**src/mcs_pkg.sv**
```systemverilog
// mcs_pkg: register map, fields, reset values and timing of the block.
// assumes a 125 MHz clock and 32-bit APB access.
package mcs_pkg;

  // register indices; byte address is four times the index
  localparam logic [7:0] CTRL_IDX      = 8'h01;
  localparam logic [7:0] SAH_IDX       = 8'h02;
  localparam logic [7:0] SAL_IDX       = 8'h03;
  localparam logic [7:0] IRQ_STS_IDX   = 8'h0C;
  localparam logic [7:0] IRQ_MASK_IDX  = 8'h0D;
  localparam logic [7:0] STATUS_IDX    = 8'h0E;
  localparam logic [7:0] CTRL_ADDR     = {CTRL_IDX[5:0], 2'b00};
  localparam logic [7:0] SAH_ADDR      = {SAH_IDX[5:0], 2'b00};
  localparam logic [7:0] SAL_ADDR      = {SAL_IDX[5:0], 2'b00};
  localparam logic [7:0] IRQ_STS_ADDR  = {IRQ_STS_IDX[5:0], 2'b00};
  localparam logic [7:0] IRQ_MASK_ADDR = {IRQ_MASK_IDX[5:0], 2'b00};
  localparam logic [7:0] STATUS_ADDR   = {STATUS_IDX[5:0], 2'b00};

  // control register fields
  localparam int DEFER_EN_BIT = 5;
  localparam int TX_ON_BIT    = 3;
  localparam int RX_ON_BIT    = 2;
  localparam logic [31:0] CTRL_RESET    = 32'h00000000;
  localparam logic [31:0] CTRL_WR_MASK  = 32'h0000002C;

  // station address registers
  localparam logic [31:0] SAH_RESET     = 32'h0000FFFF;
  localparam logic [31:0] SAH_WR_MASK   = 32'h0000FFFF;
  localparam logic [31:0] SAL_RESET     = 32'h0FFFFFFF;

  // eeprom locations of the address octets
  localparam logic [3:0] EE_LOC_L0 = 4'h1;
  localparam logic [3:0] EE_LOC_L1 = 4'h2;
  localparam logic [3:0] EE_LOC_L2 = 4'h3;
  localparam logic [3:0] EE_LOC_L3 = 4'h4;
  localparam logic [3:0] EE_LOC_H0 = 4'h5;
  localparam logic [3:0] EE_LOC_H1 = 4'h6;

  // interrupt status bits
  localparam int IRQ_W          = 3;
  localparam int IRQ_DEFER_BIT  = 0;
  localparam int IRQ_LOAD_BIT   = 1;
  localparam int IRQ_MATCH_BIT  = 2;

  // status register bits
  localparam int ST_DEFER_BIT   = 0;
  localparam int ST_INIT_BIT    = 1;
  localparam int ST_CRS_BIT     = 2;
  localparam int ST_RXFRM_BIT   = 3;

  // timing, in picoseconds
  localparam int CLK_PERIOD_PS   = 8000;
  localparam int BIT_TIME_100_PS = 10000;
  localparam int BIT_TIME_10_PS  = 100000;
  localparam int DEFER_LIMIT_BITS = 24288;
  localparam int ADDR_OCTETS     = 6;

  typedef enum logic [3:0] {
    RX_IDLE = 4'b0001,
    RX_HDR  = 4'b0010,
    RX_PASS = 4'b0100,
    RX_DROP = 4'b1000
  } mcs_rx_state_type;

endpackage : mcs_pkg

```
**src/mcs_defer_timer.sv**
```systemverilog
// mcs_defer_timer: counts deferral bit times, flags an excess once.
// assumes defer_active is a same-clock level.
`timescale 1ns/1ps
module mcs_defer_timer #(
  parameter int LIMIT_BITS = mcs_pkg::DEFER_LIMIT_BITS
) (
  input  wire logic        clk,
  input  wire logic        rst,
  input  wire logic        speed_100,
  input  wire logic        defer_active,
  input  wire logic        check_en,
  output logic             abort_pulse
);
  localparam logic [15:0] LIMIT = 16'(LIMIT_BITS);
  localparam logic [17:0] STEP  = 18'(mcs_pkg::CLK_PERIOD_PS);

  logic [16:0] acc_reg;
  logic [15:0] count_reg;
  logic        fired_reg;

  // bit-time enable from a phase accumulator; 8 ns does not divide 10 ns
  wire  [17:0] bit_ps  = speed_100 ? 18'(mcs_pkg::BIT_TIME_100_PS)
                                   : 18'(mcs_pkg::BIT_TIME_10_PS);
  wire  [17:0] acc_sum = {1'b0, acc_reg} + STEP;
  wire         tick    = acc_sum >= bit_ps;
  wire  [16:0] acc_next = tick ? 17'(acc_sum - bit_ps) : acc_sum[16:0];
  wire         over    = count_reg > LIMIT;
  wire         fire    = check_en && over && !fired_reg;

  always_ff @(posedge clk) begin
    if (rst || !defer_active) begin
      acc_reg   <= 17'h0;
      count_reg <= 16'h0;
      fired_reg <= 1'b0;
    end else begin
      acc_reg <= acc_next;
      if (tick && !over)
        count_reg <= count_reg + 16'h1;
      if (fire)
        fired_reg <= 1'b1;
    end
  end

  always_ff @(posedge clk) begin
    if (rst)
      abort_pulse <= 1'b0;
    else
      abort_pulse <= fire;
  end

endmodule : mcs_defer_timer

```
**src/mcs_octet_match.sv**
```systemverilog
// mcs_octet_match: compares a received octet with its address octet.
// assumes octet_idx is 0 for the first octet on the medium.
`timescale 1ns/1ps
module mcs_octet_match (
  input  wire logic [2:0]  octet_idx,
  input  wire logic [7:0]  rx_octet,
  input  wire logic [31:0] addr_low,
  input  wire logic [15:0] addr_high,
  output logic             equal
);
  logic [7:0] expect_octet;

  // low register byte 0 goes first, high register byte 1 goes last
  always_comb begin
    unique case (octet_idx)
      3'h0:    expect_octet = addr_low[7:0];
      3'h1:    expect_octet = addr_low[15:8];
      3'h2:    expect_octet = addr_low[23:16];
      3'h3:    expect_octet = addr_low[31:24];
      3'h4:    expect_octet = addr_high[7:0];
      3'h5:    expect_octet = addr_high[15:8];
      default: expect_octet = 8'h00;
    endcase
  end

  assign equal = (octet_idx < 3'h6) && (rx_octet == expect_octet);

endmodule : mcs_octet_match

```
**src/mcs_mac_ctrl.sv**
```systemverilog
// mcs_mac_ctrl: control bits, station address, eeprom load,
// deferral check, tx/rx gating and address match.
// assumes APB, eeprom and frame paths on CLK;
// only carrier sense and speed strap are asynchronous.
// Notes on behaviour
// - with check on, abort the attempt after deferring over 24288 bit times
// - deferral counts while a frame is ready but carrier sense holds it off
// - deferral never accumulates; each new deferral restarts the count at zero
// - control bit 5 enables the check; clear means defer without limit
// - control bit 3 set lets queued frames go out; clear sends none
// - control bit 2 set accepts frames from the phy; clear accepts none
// - high address register holds bits 47:32 in 15:0, resets 0000FFFF
// - low address register holds bits 31:0, resets to its stated default
// - power-on load from eeprom happens only if a programmed eeprom is seen
// - high register bytes come from eeprom locations 0x05 and 0x06
// - low register bytes come from eeprom locations 0x01 through 0x04
// - low byte 0 is first octet received, high byte 1 the sixth
// - leftmost written address octet travels first on the medium
//
// The APB register port was decided locally.
`timescale 1ns/1ps
module mcs_mac_ctrl #(
  parameter int DEFER_LIMIT_BITS = mcs_pkg::DEFER_LIMIT_BITS
) (
  input  wire logic        CLK,
  input  wire logic        RST,
  // apb slave
  input  wire logic        PSEL,
  input  wire logic        PENABLE,
  input  wire logic        PWRITE,
  input  wire logic [7:0]  PADDR,
  input  wire logic [31:0] PWDATA,
  input  wire logic [3:0]  PSTRB,
  output logic             PREADY,
  output logic [31:0]      PRDATA,
  output logic             PSLVERR,
  output logic             IRQ,
  // eeprom controller
  input  wire logic        EE_PROGRAMMED,
  input  wire logic        EE_BYTE_VALID,
  input  wire logic [3:0]  EE_BYTE_LOC,
  input  wire logic [7:0]  EE_BYTE_DATA,
  input  wire logic        EE_DONE,
  // transmit side
  input  wire logic        CRS,
  input  wire logic        SPEED_100,
  input  wire logic        TX_FRAME_READY,
  input  wire logic        TX_BUSY,
  output logic             TX_START,
  output logic             TX_DEFER_ABORT,
  // receive side
  input  wire logic        RX_DV,
  input  wire logic        RX_BYTE_VALID,
  input  wire logic [7:0]  RX_BYTE,
  output logic             RX_OUT_VALID,
  output logic [7:0]       RX_OUT_BYTE,
  output logic             RX_OUT_END,
  output logic             RX_ADDR_MATCH
);


  // pin synchronisers
  logic crs_meta_reg;
  logic crs_sync_reg;
  logic spd_meta_reg;
  logic spd_sync_reg;

  always_ff @(posedge CLK) begin
    if (RST) begin
      crs_meta_reg <= 1'b0;
      crs_sync_reg <= 1'b0;
      spd_meta_reg <= 1'b0;
      spd_sync_reg <= 1'b0;
    end else begin
      crs_meta_reg <= CRS;
      crs_sync_reg <= crs_meta_reg;
      spd_meta_reg <= SPEED_100;
      spd_sync_reg <= spd_meta_reg;
    end
  end


  // registers
  logic [31:0]                   ctrl_reg;
  logic [31:0]                   sah_reg;
  logic [31:0]                   sal_reg;
  logic [mcs_pkg::IRQ_W-1:0]     irq_sts_reg;
  logic [mcs_pkg::IRQ_W-1:0]     irq_mask_reg;
  logic                          init_done_reg;
  logic [31:0]                   prdata_reg;
  logic                          pslverr_reg;

  wire        deferral_limit_enable = ctrl_reg[mcs_pkg::DEFER_EN_BIT];
  wire        transmitter_on        = ctrl_reg[mcs_pkg::TX_ON_BIT];
  wire        receiver_on           = ctrl_reg[mcs_pkg::RX_ON_BIT];

  // apb decode
  wire        setup_ph  = PSEL && !PENABLE;
  wire        access_ph = PSEL && PENABLE;
  wire        wr_cyc    = access_ph && PWRITE;
  wire        hit_ctrl  = PADDR == mcs_pkg::CTRL_ADDR;
  wire        hit_sah   = PADDR == mcs_pkg::SAH_ADDR;
  wire        hit_sal   = PADDR == mcs_pkg::SAL_ADDR;
  wire        hit_ists  = PADDR == mcs_pkg::IRQ_STS_ADDR;
  wire        hit_imask = PADDR == mcs_pkg::IRQ_MASK_ADDR;
  wire        hit_stat  = PADDR == mcs_pkg::STATUS_ADDR;
  wire        hit_any   = hit_ctrl || hit_sah || hit_sal || hit_ists
                          || hit_imask || hit_stat;
  wire [31:0] strb_mask = {{8{PSTRB[3]}}, {8{PSTRB[2]}},
                           {8{PSTRB[1]}}, {8{PSTRB[0]}}};

  // eeprom byte steering; dropped unless a programmed part was detected
  wire        ee_take   = EE_BYTE_VALID && EE_PROGRAMMED;
  wire        ee_l0     = ee_take && EE_BYTE_LOC == mcs_pkg::EE_LOC_L0;
  wire        ee_l1     = ee_take && EE_BYTE_LOC == mcs_pkg::EE_LOC_L1;
  wire        ee_l2     = ee_take && EE_BYTE_LOC == mcs_pkg::EE_LOC_L2;
  wire        ee_l3     = ee_take && EE_BYTE_LOC == mcs_pkg::EE_LOC_L3;
  wire        ee_h0     = ee_take && EE_BYTE_LOC == mcs_pkg::EE_LOC_H0;
  wire        ee_h1     = ee_take && EE_BYTE_LOC == mcs_pkg::EE_LOC_H1;
  wire [31:0] ee_lmask  = {{8{ee_l3}}, {8{ee_l2}}, {8{ee_l1}}, {8{ee_l0}}};
  wire [31:0] ee_hmask  = {16'h0000, {8{ee_h1}}, {8{ee_h0}}};
  wire [31:0] ee_word   = {4{EE_BYTE_DATA}};

  // host write data merged with byte strobes
  wire [31:0] wmask_l   = (wr_cyc && hit_sal) ? strb_mask : 32'h0;
  wire [31:0] wmask_h   = (wr_cyc && hit_sah)
                          ? (strb_mask & mcs_pkg::SAH_WR_MASK) : 32'h0;
  wire [31:0] wmask_c   = (wr_cyc && hit_ctrl)
                          ? (strb_mask & mcs_pkg::CTRL_WR_MASK) : 32'h0;

  // eeprom bytes win over a simultaneous host write to the same byte
  wire [31:0] sal_next   = (sal_reg & ~(wmask_l | ee_lmask))
                           | (PWDATA & wmask_l & ~ee_lmask)
                           | (ee_word & ee_lmask);
  wire [31:0] sah_next   = (sah_reg & ~(wmask_h | ee_hmask))
                           | (PWDATA & wmask_h & ~ee_hmask)
                           | (ee_word & ee_hmask);
  wire [31:0] ctrl_next  = (ctrl_reg & ~wmask_c) | (PWDATA & wmask_c);

  // interrupt events, set wins over write-one-to-clear
  logic                       defer_abort;
  logic                       addr_match_pulse;
  wire [mcs_pkg::IRQ_W-1:0]   irq_set;
  wire [mcs_pkg::IRQ_W-1:0]   irq_clr = (wr_cyc && hit_ists && PSTRB[0])
                                        ? PWDATA[mcs_pkg::IRQ_W-1:0]
                                        : {mcs_pkg::IRQ_W{1'b0}};
  wire [mcs_pkg::IRQ_W-1:0]   irq_sts_next = (irq_sts_reg & ~irq_clr) | irq_set;

  assign irq_set[mcs_pkg::IRQ_DEFER_BIT] = defer_abort;
  assign irq_set[mcs_pkg::IRQ_LOAD_BIT]  = EE_DONE;
  assign irq_set[mcs_pkg::IRQ_MATCH_BIT] = addr_match_pulse;

  always_ff @(posedge CLK) begin
    if (RST) begin
      ctrl_reg  <= mcs_pkg::CTRL_RESET;
      sah_reg   <= mcs_pkg::SAH_RESET;
      sal_reg   <= mcs_pkg::SAL_RESET;
    end else begin
      ctrl_reg  <= ctrl_next;
      sah_reg   <= sah_next;
      sal_reg   <= sal_next;
    end
  end

  always_ff @(posedge CLK) begin
    if (RST) begin
      irq_sts_reg   <= {mcs_pkg::IRQ_W{1'b0}};
      irq_mask_reg  <= {mcs_pkg::IRQ_W{1'b0}};
      init_done_reg <= 1'b0;
    end else begin
      irq_sts_reg <= irq_sts_next;
      if (wr_cyc && hit_imask && PSTRB[0])
        irq_mask_reg <= PWDATA[mcs_pkg::IRQ_W-1:0];
      if (EE_DONE)
        init_done_reg <= 1'b1;
    end
  end


  // read path: data captured in the setup cycle, shown in the access cycle
  logic        rx_in_frame;
  logic        deferring;
  wire  [31:0] status_word = {28'h0, rx_in_frame, crs_sync_reg,
                              init_done_reg, deferring};
  wire  [31:0] rd_mux = hit_ctrl  ? ctrl_reg
                      : hit_sah   ? sah_reg
                      : hit_sal   ? sal_reg
                      : hit_ists  ? {29'h0, irq_sts_reg}
                      : hit_imask ? {29'h0, irq_mask_reg}
                      : hit_stat  ? status_word
                      : 32'h0;

  always_ff @(posedge CLK) begin
    if (RST) begin
      prdata_reg  <= 32'h0;
      pslverr_reg <= 1'b0;
    end else if (setup_ph) begin
      prdata_reg  <= PWRITE ? 32'h0 : rd_mux;
      pslverr_reg <= !hit_any;
    end
  end

  assign PREADY  = 1'b1;
  assign PRDATA  = prdata_reg;
  assign PSLVERR = access_ph && pslverr_reg;
  assign IRQ     = |(irq_sts_reg & irq_mask_reg);


  // transmit gating and deferral
  logic abort_hold_reg;
  logic tx_start_reg;
  logic defer_abort_reg;

  wire tx_want = transmitter_on && TX_FRAME_READY && !TX_BUSY
                 && !abort_hold_reg;
  assign deferring = tx_want && crs_sync_reg;
  wire tx_go     = tx_want && !crs_sync_reg && !tx_start_reg;

  mcs_defer_timer #(
    .LIMIT_BITS   (DEFER_LIMIT_BITS)
  ) u_defer (
    .clk          (CLK),
    .rst          (RST),
    .speed_100    (spd_sync_reg),
    .defer_active (deferring),
    .check_en     (deferral_limit_enable),
    .abort_pulse  (defer_abort)
  );

  // the aborted frame is held off until the buffer withdraws it
  always_ff @(posedge CLK) begin
    if (RST) begin
      abort_hold_reg  <= 1'b0;
      tx_start_reg    <= 1'b0;
      defer_abort_reg <= 1'b0;
    end else begin
      if (defer_abort)
        abort_hold_reg <= 1'b1;
      else if (!TX_FRAME_READY)
        abort_hold_reg <= 1'b0;
      tx_start_reg    <= tx_go;
      defer_abort_reg <= defer_abort;
    end
  end

  assign TX_START       = tx_start_reg;
  assign TX_DEFER_ABORT = defer_abort_reg;


  // receive gating and destination address match
  mcs_pkg::mcs_rx_state_type rx_state_reg;
  mcs_pkg::mcs_rx_state_type rx_state_next;
  logic [2:0]       octet_reg;
  logic             all_eq_reg;
  logic             octet_eq;
  logic             out_valid_reg;
  logic [7:0]       out_byte_reg;
  logic             out_end_reg;
  logic             match_reg;
  logic             rx_dv_reg;

  mcs_octet_match u_match (
    .octet_idx (octet_reg),
    .rx_octet  (RX_BYTE),
    .addr_low  (sal_reg),
    .addr_high (sah_reg[15:0]),
    .equal     (octet_eq)
  );

  wire frame_start = RX_DV && !rx_dv_reg;
  wire hdr_byte    = rx_state_reg == mcs_pkg::RX_HDR && RX_BYTE_VALID;
  wire last_octet  = octet_reg == 3'(mcs_pkg::ADDR_OCTETS - 1);
  wire passing     = rx_state_reg == mcs_pkg::RX_HDR || rx_state_reg == mcs_pkg::RX_PASS;
  assign rx_in_frame      = passing;
  assign addr_match_pulse = match_reg;

  // enable sampled once per frame so a frame is never cut in half
  always_comb begin
    rx_state_next = rx_state_reg;
    unique case (rx_state_reg)
      mcs_pkg::RX_IDLE:
        if (frame_start)
          rx_state_next = receiver_on ? mcs_pkg::RX_HDR : mcs_pkg::RX_DROP;
      mcs_pkg::RX_HDR:
        if (!RX_DV)
          rx_state_next = mcs_pkg::RX_IDLE;
        else if (hdr_byte && last_octet)
          rx_state_next = mcs_pkg::RX_PASS;
      mcs_pkg::RX_PASS, mcs_pkg::RX_DROP:
        if (!RX_DV)
          rx_state_next = mcs_pkg::RX_IDLE;
      default:
        rx_state_next = mcs_pkg::RX_IDLE;
    endcase
  end

  always_ff @(posedge CLK) begin
    if (RST) begin
      rx_state_reg <= mcs_pkg::RX_IDLE;
      rx_dv_reg    <= 1'b0;
      octet_reg    <= 3'h0;
      all_eq_reg   <= 1'b1;
      match_reg    <= 1'b0;
    end else begin
      rx_state_reg <= rx_state_next;
      rx_dv_reg    <= RX_DV;
      match_reg    <= hdr_byte && last_octet && all_eq_reg && octet_eq;
      if (frame_start) begin
        octet_reg  <= 3'h0;
        all_eq_reg <= 1'b1;
      end else if (hdr_byte) begin
        octet_reg  <= octet_reg + 3'h1;
        all_eq_reg <= all_eq_reg && octet_eq;
      end
    end
  end

  always_ff @(posedge CLK) begin
    if (RST) begin
      out_valid_reg <= 1'b0;
      out_byte_reg  <= 8'h00;
      out_end_reg   <= 1'b0;
    end else begin
      out_valid_reg <= passing && RX_DV && RX_BYTE_VALID;
      out_end_reg   <= passing && !RX_DV;
      if (RX_BYTE_VALID)
        out_byte_reg <= RX_BYTE;
    end
  end

  assign RX_OUT_VALID  = out_valid_reg;
  assign RX_OUT_BYTE   = out_byte_reg;
  assign RX_OUT_END    = out_end_reg;
  assign RX_ADDR_MATCH = match_reg;

endmodule : mcs_mac_ctrl

```
**config.mk**
```make
export PLATFORM = sky130hd
export DESIGN_NAME = mcs_mac_ctrl
export DESIGN_NICKNAME = d
export VERILOG_FILES = /design/src/mcs_pkg.sv /design/src/mcs_defer_timer.sv /design/src/mcs_octet_match.sv /design/src/mcs_mac_ctrl.sv
export SDC_FILE = /design/constraint.sdc
export NUM_CORES = 1
export LEC_CHECK = 0
export BUFFER_PORTS_ARGS = -buffer_cell sky130_fd_sc_hd__buf_4
export CORE_MARGIN = 2
export CORE_UTILIZATION = 50
export CTS_BUF_LIST = sky130_fd_sc_hd__clkbuf_4
export DETAILED_ROUTE_END_ITERATION = 12
export PLACE_DENSITY_LB_ADDON = 0.08
export SYNTH_ARGS = -nofsm -noshare
export SYNTH_HDL_FRONTEND = slang
export SYNTH_SLANG_ARGS = --single-unit
```
**constraint.sdc**
```tcl
create_clock -name CLK -period 3.8 [get_ports CLK]
set_clock_uncertainty 0.2 [all_clocks]
set_input_delay 1.14 -clock CLK [delete_from_list [all_inputs] [get_ports CLK]]
set_output_delay 1.14 -clock CLK [all_outputs]
set_load 0.1 [all_outputs]
```
# Word level (Yosys, flattened, before mapping)

Cells that the tools add are included.

Add/sub/neg operators: 4
Equality and inequality tests: 26
Reduce and logical (&&, ||, !) cells: 60
Bitwise gates (word level): 26
Multiplexer cells: 22
Order comparisons: 3

Operators with widths:

| kind                     | number |
|---|---|
| $and A32 B32 Y32         | 7 |
| $or A32 B32 Y32          | 6 |
| $mux W32                 | 5 |
| $and A32 B16 Y32         | 2 |
| $not A16 Y32             | 2 |
| $not A32 Y32             | 2 |
| $pmux W8 S6              | 1 |
| $logic_and A1 B1 Y1      | 37 |
| $mux W17                 | 2 |
| $and A32 B6 Y32          | 1 |
| $mux W4                  | 8 |
| $not A6 Y32              | 1 |
| $eq A8 B6 Y1 const B     | 3 |
| $add A17 B13 Y18 const B | 1 |
| $ge A18 B17 Y1           | 1 |
| $sub A17 B17 Y17         | 1 |
| $add A16 B1 Y16 const B  | 1 |
| $eq A4 B3 Y1 const B     | 4 |
| $eq A8 B4 Y1 const B     | 2 |
| $gt A16 B15 Y1 const B   | 1 |
| $mux W16                 | 1 |
| $or A16 B16 Y16          | 1 |
| $eq A4 B2 Y1 const B     | 3 |
| $pmux W4 S3              | 1 |
| other kinds (24)         | 47 |

Register bits after elaboration: 198
Output and inout bits: 48
Input bits: 78
Logic and storage cells: 168

# Depth between registers and ports, before layout

Depth in word-level cells: 11
Gate-level depth with buffers: 14
Depth with buffers taken out: 12

# Cells and area by module

From an unflattened synthesis, not the netlist that was laid out.

Cell total of the unflattened synthesis: 907
Area, all modules: 7,892.6 µm²

Modules (own cells, without submodules):

| module          | cells each | area each (µm²) | times used | seq. area each (µm²) |
|---|---|---|---|---|
| mcs_mac_ctrl    | 601        | 5,311.3         | 1          | 2,362.3 |
| mcs_defer_timer | 248        | 2,033.2         | 1          | 620.6 |
| mcs_octet_match | 58         | 548.0           | 1          | 0.0 |

# Least setup slack after synthesis

OpenSTA, ideal clock, no wires.

Kind: register to register
From: register u_defer.acc_reg[7]
To: register u_defer.acc_reg[6]
Cell stages (with the launch flop): 14
Path buffers: 2
Slack: 0.340 ns
Data arrival time: 3.193 ns
Library setup time: 0.067 ns
Period minus slack after synthesis: 3.460 ns
Required time: 3.533 ns
Cell sequence: dfxtp_1 ha_1 or4_1 buf_2 or3_4 nand4_1 xnor2_1 ha_1 nor2b_1 a21o_4 or3_4 buf_6 a211o_1 o21ai_2

Cells in the longest elaborated chain, start to end: 3

Ends and longest elaborated chain:

| element                | line                  | text |
|---|---|---|
| start, declared        | mcs_defer_timer.sv:17 | `logic [16:0] acc_reg;` |
| start signal, assigned | mcs_defer_timer.sv:36 | `acc_reg <= acc_next;` |
| $add A17 B13 Y18       | mcs_defer_timer.sv:24 | `wire [17:0] acc_sum = {1'b0, acc_reg} + STEP;` |
| $ge A18 B17 Y1         | mcs_defer_timer.sv:25 | `wire tick = acc_sum >= bit_ps;` |
| $mux W17               | mcs_defer_timer.sv:26 | `wire [16:0] acc_next = tick ? 17'(acc_sum - bit_ps) : acc_sum[16:0];` |

No other way between the ends.
A chain may end at the register's enable or synchronous reset.

# Worst setup path in the final report

From: register u_defer.acc_reg[6]
To: register u_defer.count_reg[13]

Cells in the longest elaborated chain, start to end: 3

Ends and longest elaborated chain:

| element              | line                  | text |
|---|---|---|
| $add A17 B13 Y18     | mcs_defer_timer.sv:24 |  |
| $ge A18 B17 Y1       | mcs_defer_timer.sv:25 |  |
| $logic_and A1 B1 Y1  | mcs_defer_timer.sv:37 | `if (tick && !over)` |
| end signal, assigned | mcs_defer_timer.sv:38 | `count_reg <= count_reg + 16'h1;` |
| end, declared        | mcs_defer_timer.sv:18 | `logic [15:0] count_reg;` |

No other way between the ends.

==> metrics.md <==
| Metric | Value |
|---|---|
| Die Span X | about 130 um |
| Worst-path maximum fanout | 27 |
| Post-synth EDFFs | 0 |
| Clk root buf | clkbuf_4 |
| First-pass GRT wire length | between 30000 and 40000 um |
| Htree depth | 4 |
| Initial Utilization | 0.510 |
| Crit path from | u_defer.acc_reg[6] |
| Total Routing Usage GR | 0.273 |
| Worst VDD drop | 0.256 mV |
| CP endpoint | u_defer.count_reg[13] |
| DR vias | between 7000 and 8000 |
| Final GP Congestion | just under 1 |
| R2r worst-path depth | 12 |
| Hold buffers post-CTS | 0 |
| Worst R2R Setup Slack | between 150 and 200 ps |
| Buffers from clock root to sink, at most | 2 |
| Slew @ Worst Pin | approximately 1100 ps |
| Pwr Total | 0.00305 W |
| FF-to-FF Start | u_defer.acc_reg[6] |
| Leak | 3.79 nW |
| Worst Path Required | roughly 4100 ps |
| CORE AREA | 15100 um^2 |
| Fmax | ~280 MHz |
| I/O Buffers | roughly 120 |
| CP Depth | 12 |
| Final antenna-violating net count | 0 |
| Grt ovf | 0 |
| Crit Path Category | reg -> reg |
| Tightest Hold Check Type | reg -> reg |
| CTS tree | yes |
| Setup violators final | 0 |
| Cts bufs inserted | 17 |
| Worst Path Buf+Inv | 1 |
| Status | completed |
| Post-synth net total | roughly 1000 |
| Number of synthesized register bits | roughly 150 |
| Clock Sinks | between 100 and 150 |
| Crit-path leading delay family | simple AND/OR/NAND/NOR gates |
| Pre-Repair DR Iteration Count | 6 |
| Unrepaired setup endpoints after global routing | no |
| Dpl hpwl | between 15000 and 20000 um |
| # DRC | 0 |
| Worst setup SP type | register |
| Hold_ws | 238 ps |
| Pwr dens | around 330 nW/um^2 |
| Num ports | approximately 130 |
| Critical path arrival | around 4000 ps |
| Post-route setup slack | between 150 and 200 ps |
| Layout cell share with drive strength beyond 1 | 0.211 |
| Final Util | 0.606 |
| Seq/Total Area, Yosys | 0.388 |
| Synth Area per Inst | roughly 8.2 um^2 |
| Max Cap Viol | 0 |
| Fillers | 1427 |
| Row count | 45 |
| Async S/R FF share, synth | 0 |
| Vias in the first global route | approximately 6700 |
| Routed Wire Length | between 20000 and 25000 um |
| Initial antenna violation count | 1 |
| 1st-iter DRT viols | slightly above 600 |
| Die H | around 130 um |
| Clock insertion delay at the later pin of the skew report | between 500 and 600 ps |
| YS warnings | 0 |
| Syn Std Cell Area | 7690 um^2 |
| Synth Instances | 940 |
| Endpoint class of the critical path | register |
| Final Max Slew Viols | 0 |
| Post-CTS setup buffer count | 0 |
| Max stage delay on crit path | about 500 ps |
| # nets final | between 1000 and 1500 |
| # resized after CTS | 0 |
| Largest net degree at the start of global routing | 49 |
| Slowest CP cell | or4_1 |
| Setup TNS Final | 0 ps |
| Worst-path cell chain | ha_1 -> or4_1 -> or3_4 -> nand4_1 -> xnor2_1 -> ha_1 -> nor2b_1 -> o311a_4 -> o31ai_4 -> buf_12 -> or4_1 -> a21oi_1 |
| Final Hold Viols | 0 |
| Main synth FF type | dfxtp_1 |
| DR WL/cell | 17.5 um |
| Reg-to-Reg End | u_defer.count_reg[13] |
| Period minus WS final | 3620 ps |
| Distinct cells, synth | 73 |
| Die area | 16400 um^2 |
| Syn-to-layout area delta | 18.8% |
| Final period util | 0.954 |
| Post-Place Worst Slack | 255 ps |
| Clk pin slew, worst setup/hold paths | 130 ps |
| Rel. slew slack | 0.257 |
| Via density | 5.80 |
## per-stage QoR
stage | instances | cell area [um^2]
after floorplan | 940 | 7690
after global placement | 1220 | 8800
after detailed placement | 1220 | 8800
after CTS | 1252 | 9140
after global routing | 1253 | 9140
final | 1253 | 9140
## cells in the mapped netlist, drive strengths merged (8+ instances only)
| cell | instances | area, um^2 |
|---|---|---|
| a211oi | 10 | 80.1 |
| a21oi | 58 | 290 |
| a222oi | 8 | 80.1 |
| a22oi | 35 | 263 |
| a31oi | 18 | 113 |
| and3 | 13 | 81.3 |
| buf | 8 | 60.1 |
| clkbuf | 45 | 169 |
| dfxtp | 149 | 2980 |
| ha | 15 | 188 |
| inv | 17 | 63.8 |
| mux2 | 13 | 146 |
| mux2i | 42 | 420 |
| nand2 | 120 | 450 |
| nand2b | 34 | 213 |
| nand3 | 34 | 170 |
| nor2 | 122 | 468 |
| nor2b | 12 | 75.1 |
| nor3 | 12 | 60.1 |
| o21ai | 30 | 154 |
| or2 | 23 | 144 |
| or3 | 16 | 110 |
| xnor2 | 17 | 149 |
## worst min-delay path by stage
| stage | startpoint | endpoint | cells past startpoint |
|---|---|---|---|
| after CTS | u_defer.fired_reg | u_defer.abort_pulse | 1 |
| final | u_defer.fired_reg | u_defer.abort_pulse | 1 |
| after floorplan | u_defer.fired_reg | u_defer.abort_pulse | 1 |
| after global routing | u_defer.fired_reg | u_defer.abort_pulse | 1 |
| after detailed placement | u_defer.fired_reg | u_defer.abort_pulse | 1 |
| after global placement | u_defer.fired_reg | u_defer.abort_pulse | 1 |
## where the power goes
part           internal [W]  switching [W]  leakage [nW]
combinational      0.000118       0.000174          2.40
clock              0.000601       0.000559         0.181
sequential          0.00158      0.0000174          1.21
total               0.00230       0.000750          3.79
## worst register-to-register path, delay by kind of cell (launching register included)
kind,cells,cell delay (ps)
simple gates,5,1680
fa+ha+maj,2,570
compound gates,3,510
flops,1,330
buf+inv,1,170
xor+xnor,1,90
## cell usage in the layout (no fill, tap or decap), drive strengths merged, types with 20 or more instances in the layout
cell	n
mux2i	42
a21oi	58
buf	145
a22oi	35
dfxtp	149
nor2	122
or2	23
clkbuf	20
nand2b	34
o21ai	30
nand3	34
nand2	120
## per-layer routing
metal | part of all wire | global-route usage | vias up
met5 | 0 | 0 | -
met4 | 0.026 | 0.0983 | 0
met3 | 0.060 | 0.0580 | 43
met2 | 0.48 | 0.452 | 246
met1 | 0.43 | 0.352 | 3410
li1 | - | - | 3563
## logic make-up after synthesis
family | synth area share
fa+ha+maj | 0.0270
other cells | 0.000488
mux | 0.0737
simple gates | 0.267
buf+inv | 0.0386
compound gates | 0.181
xor+xnor | 0.0239
flops | 0.388
## cell type report
class / count / area, um^2 / share of cell area
antenna: 1 / 2.50 / 0.000274
clock buffer: 20 / 150 / 0.0164
clock inverter: 12 / 184 / 0.0201
inverter: 18 / 67.6 / 0.00739
multi-input combinational: 720 / 4420 / 0.483
sequential: 149 / 2980 / 0.326
tap: 188 / 235 / 0.0257
timing repair buffer: 145 / 1100 / 0.120
(Power assumes the default switching activity.)
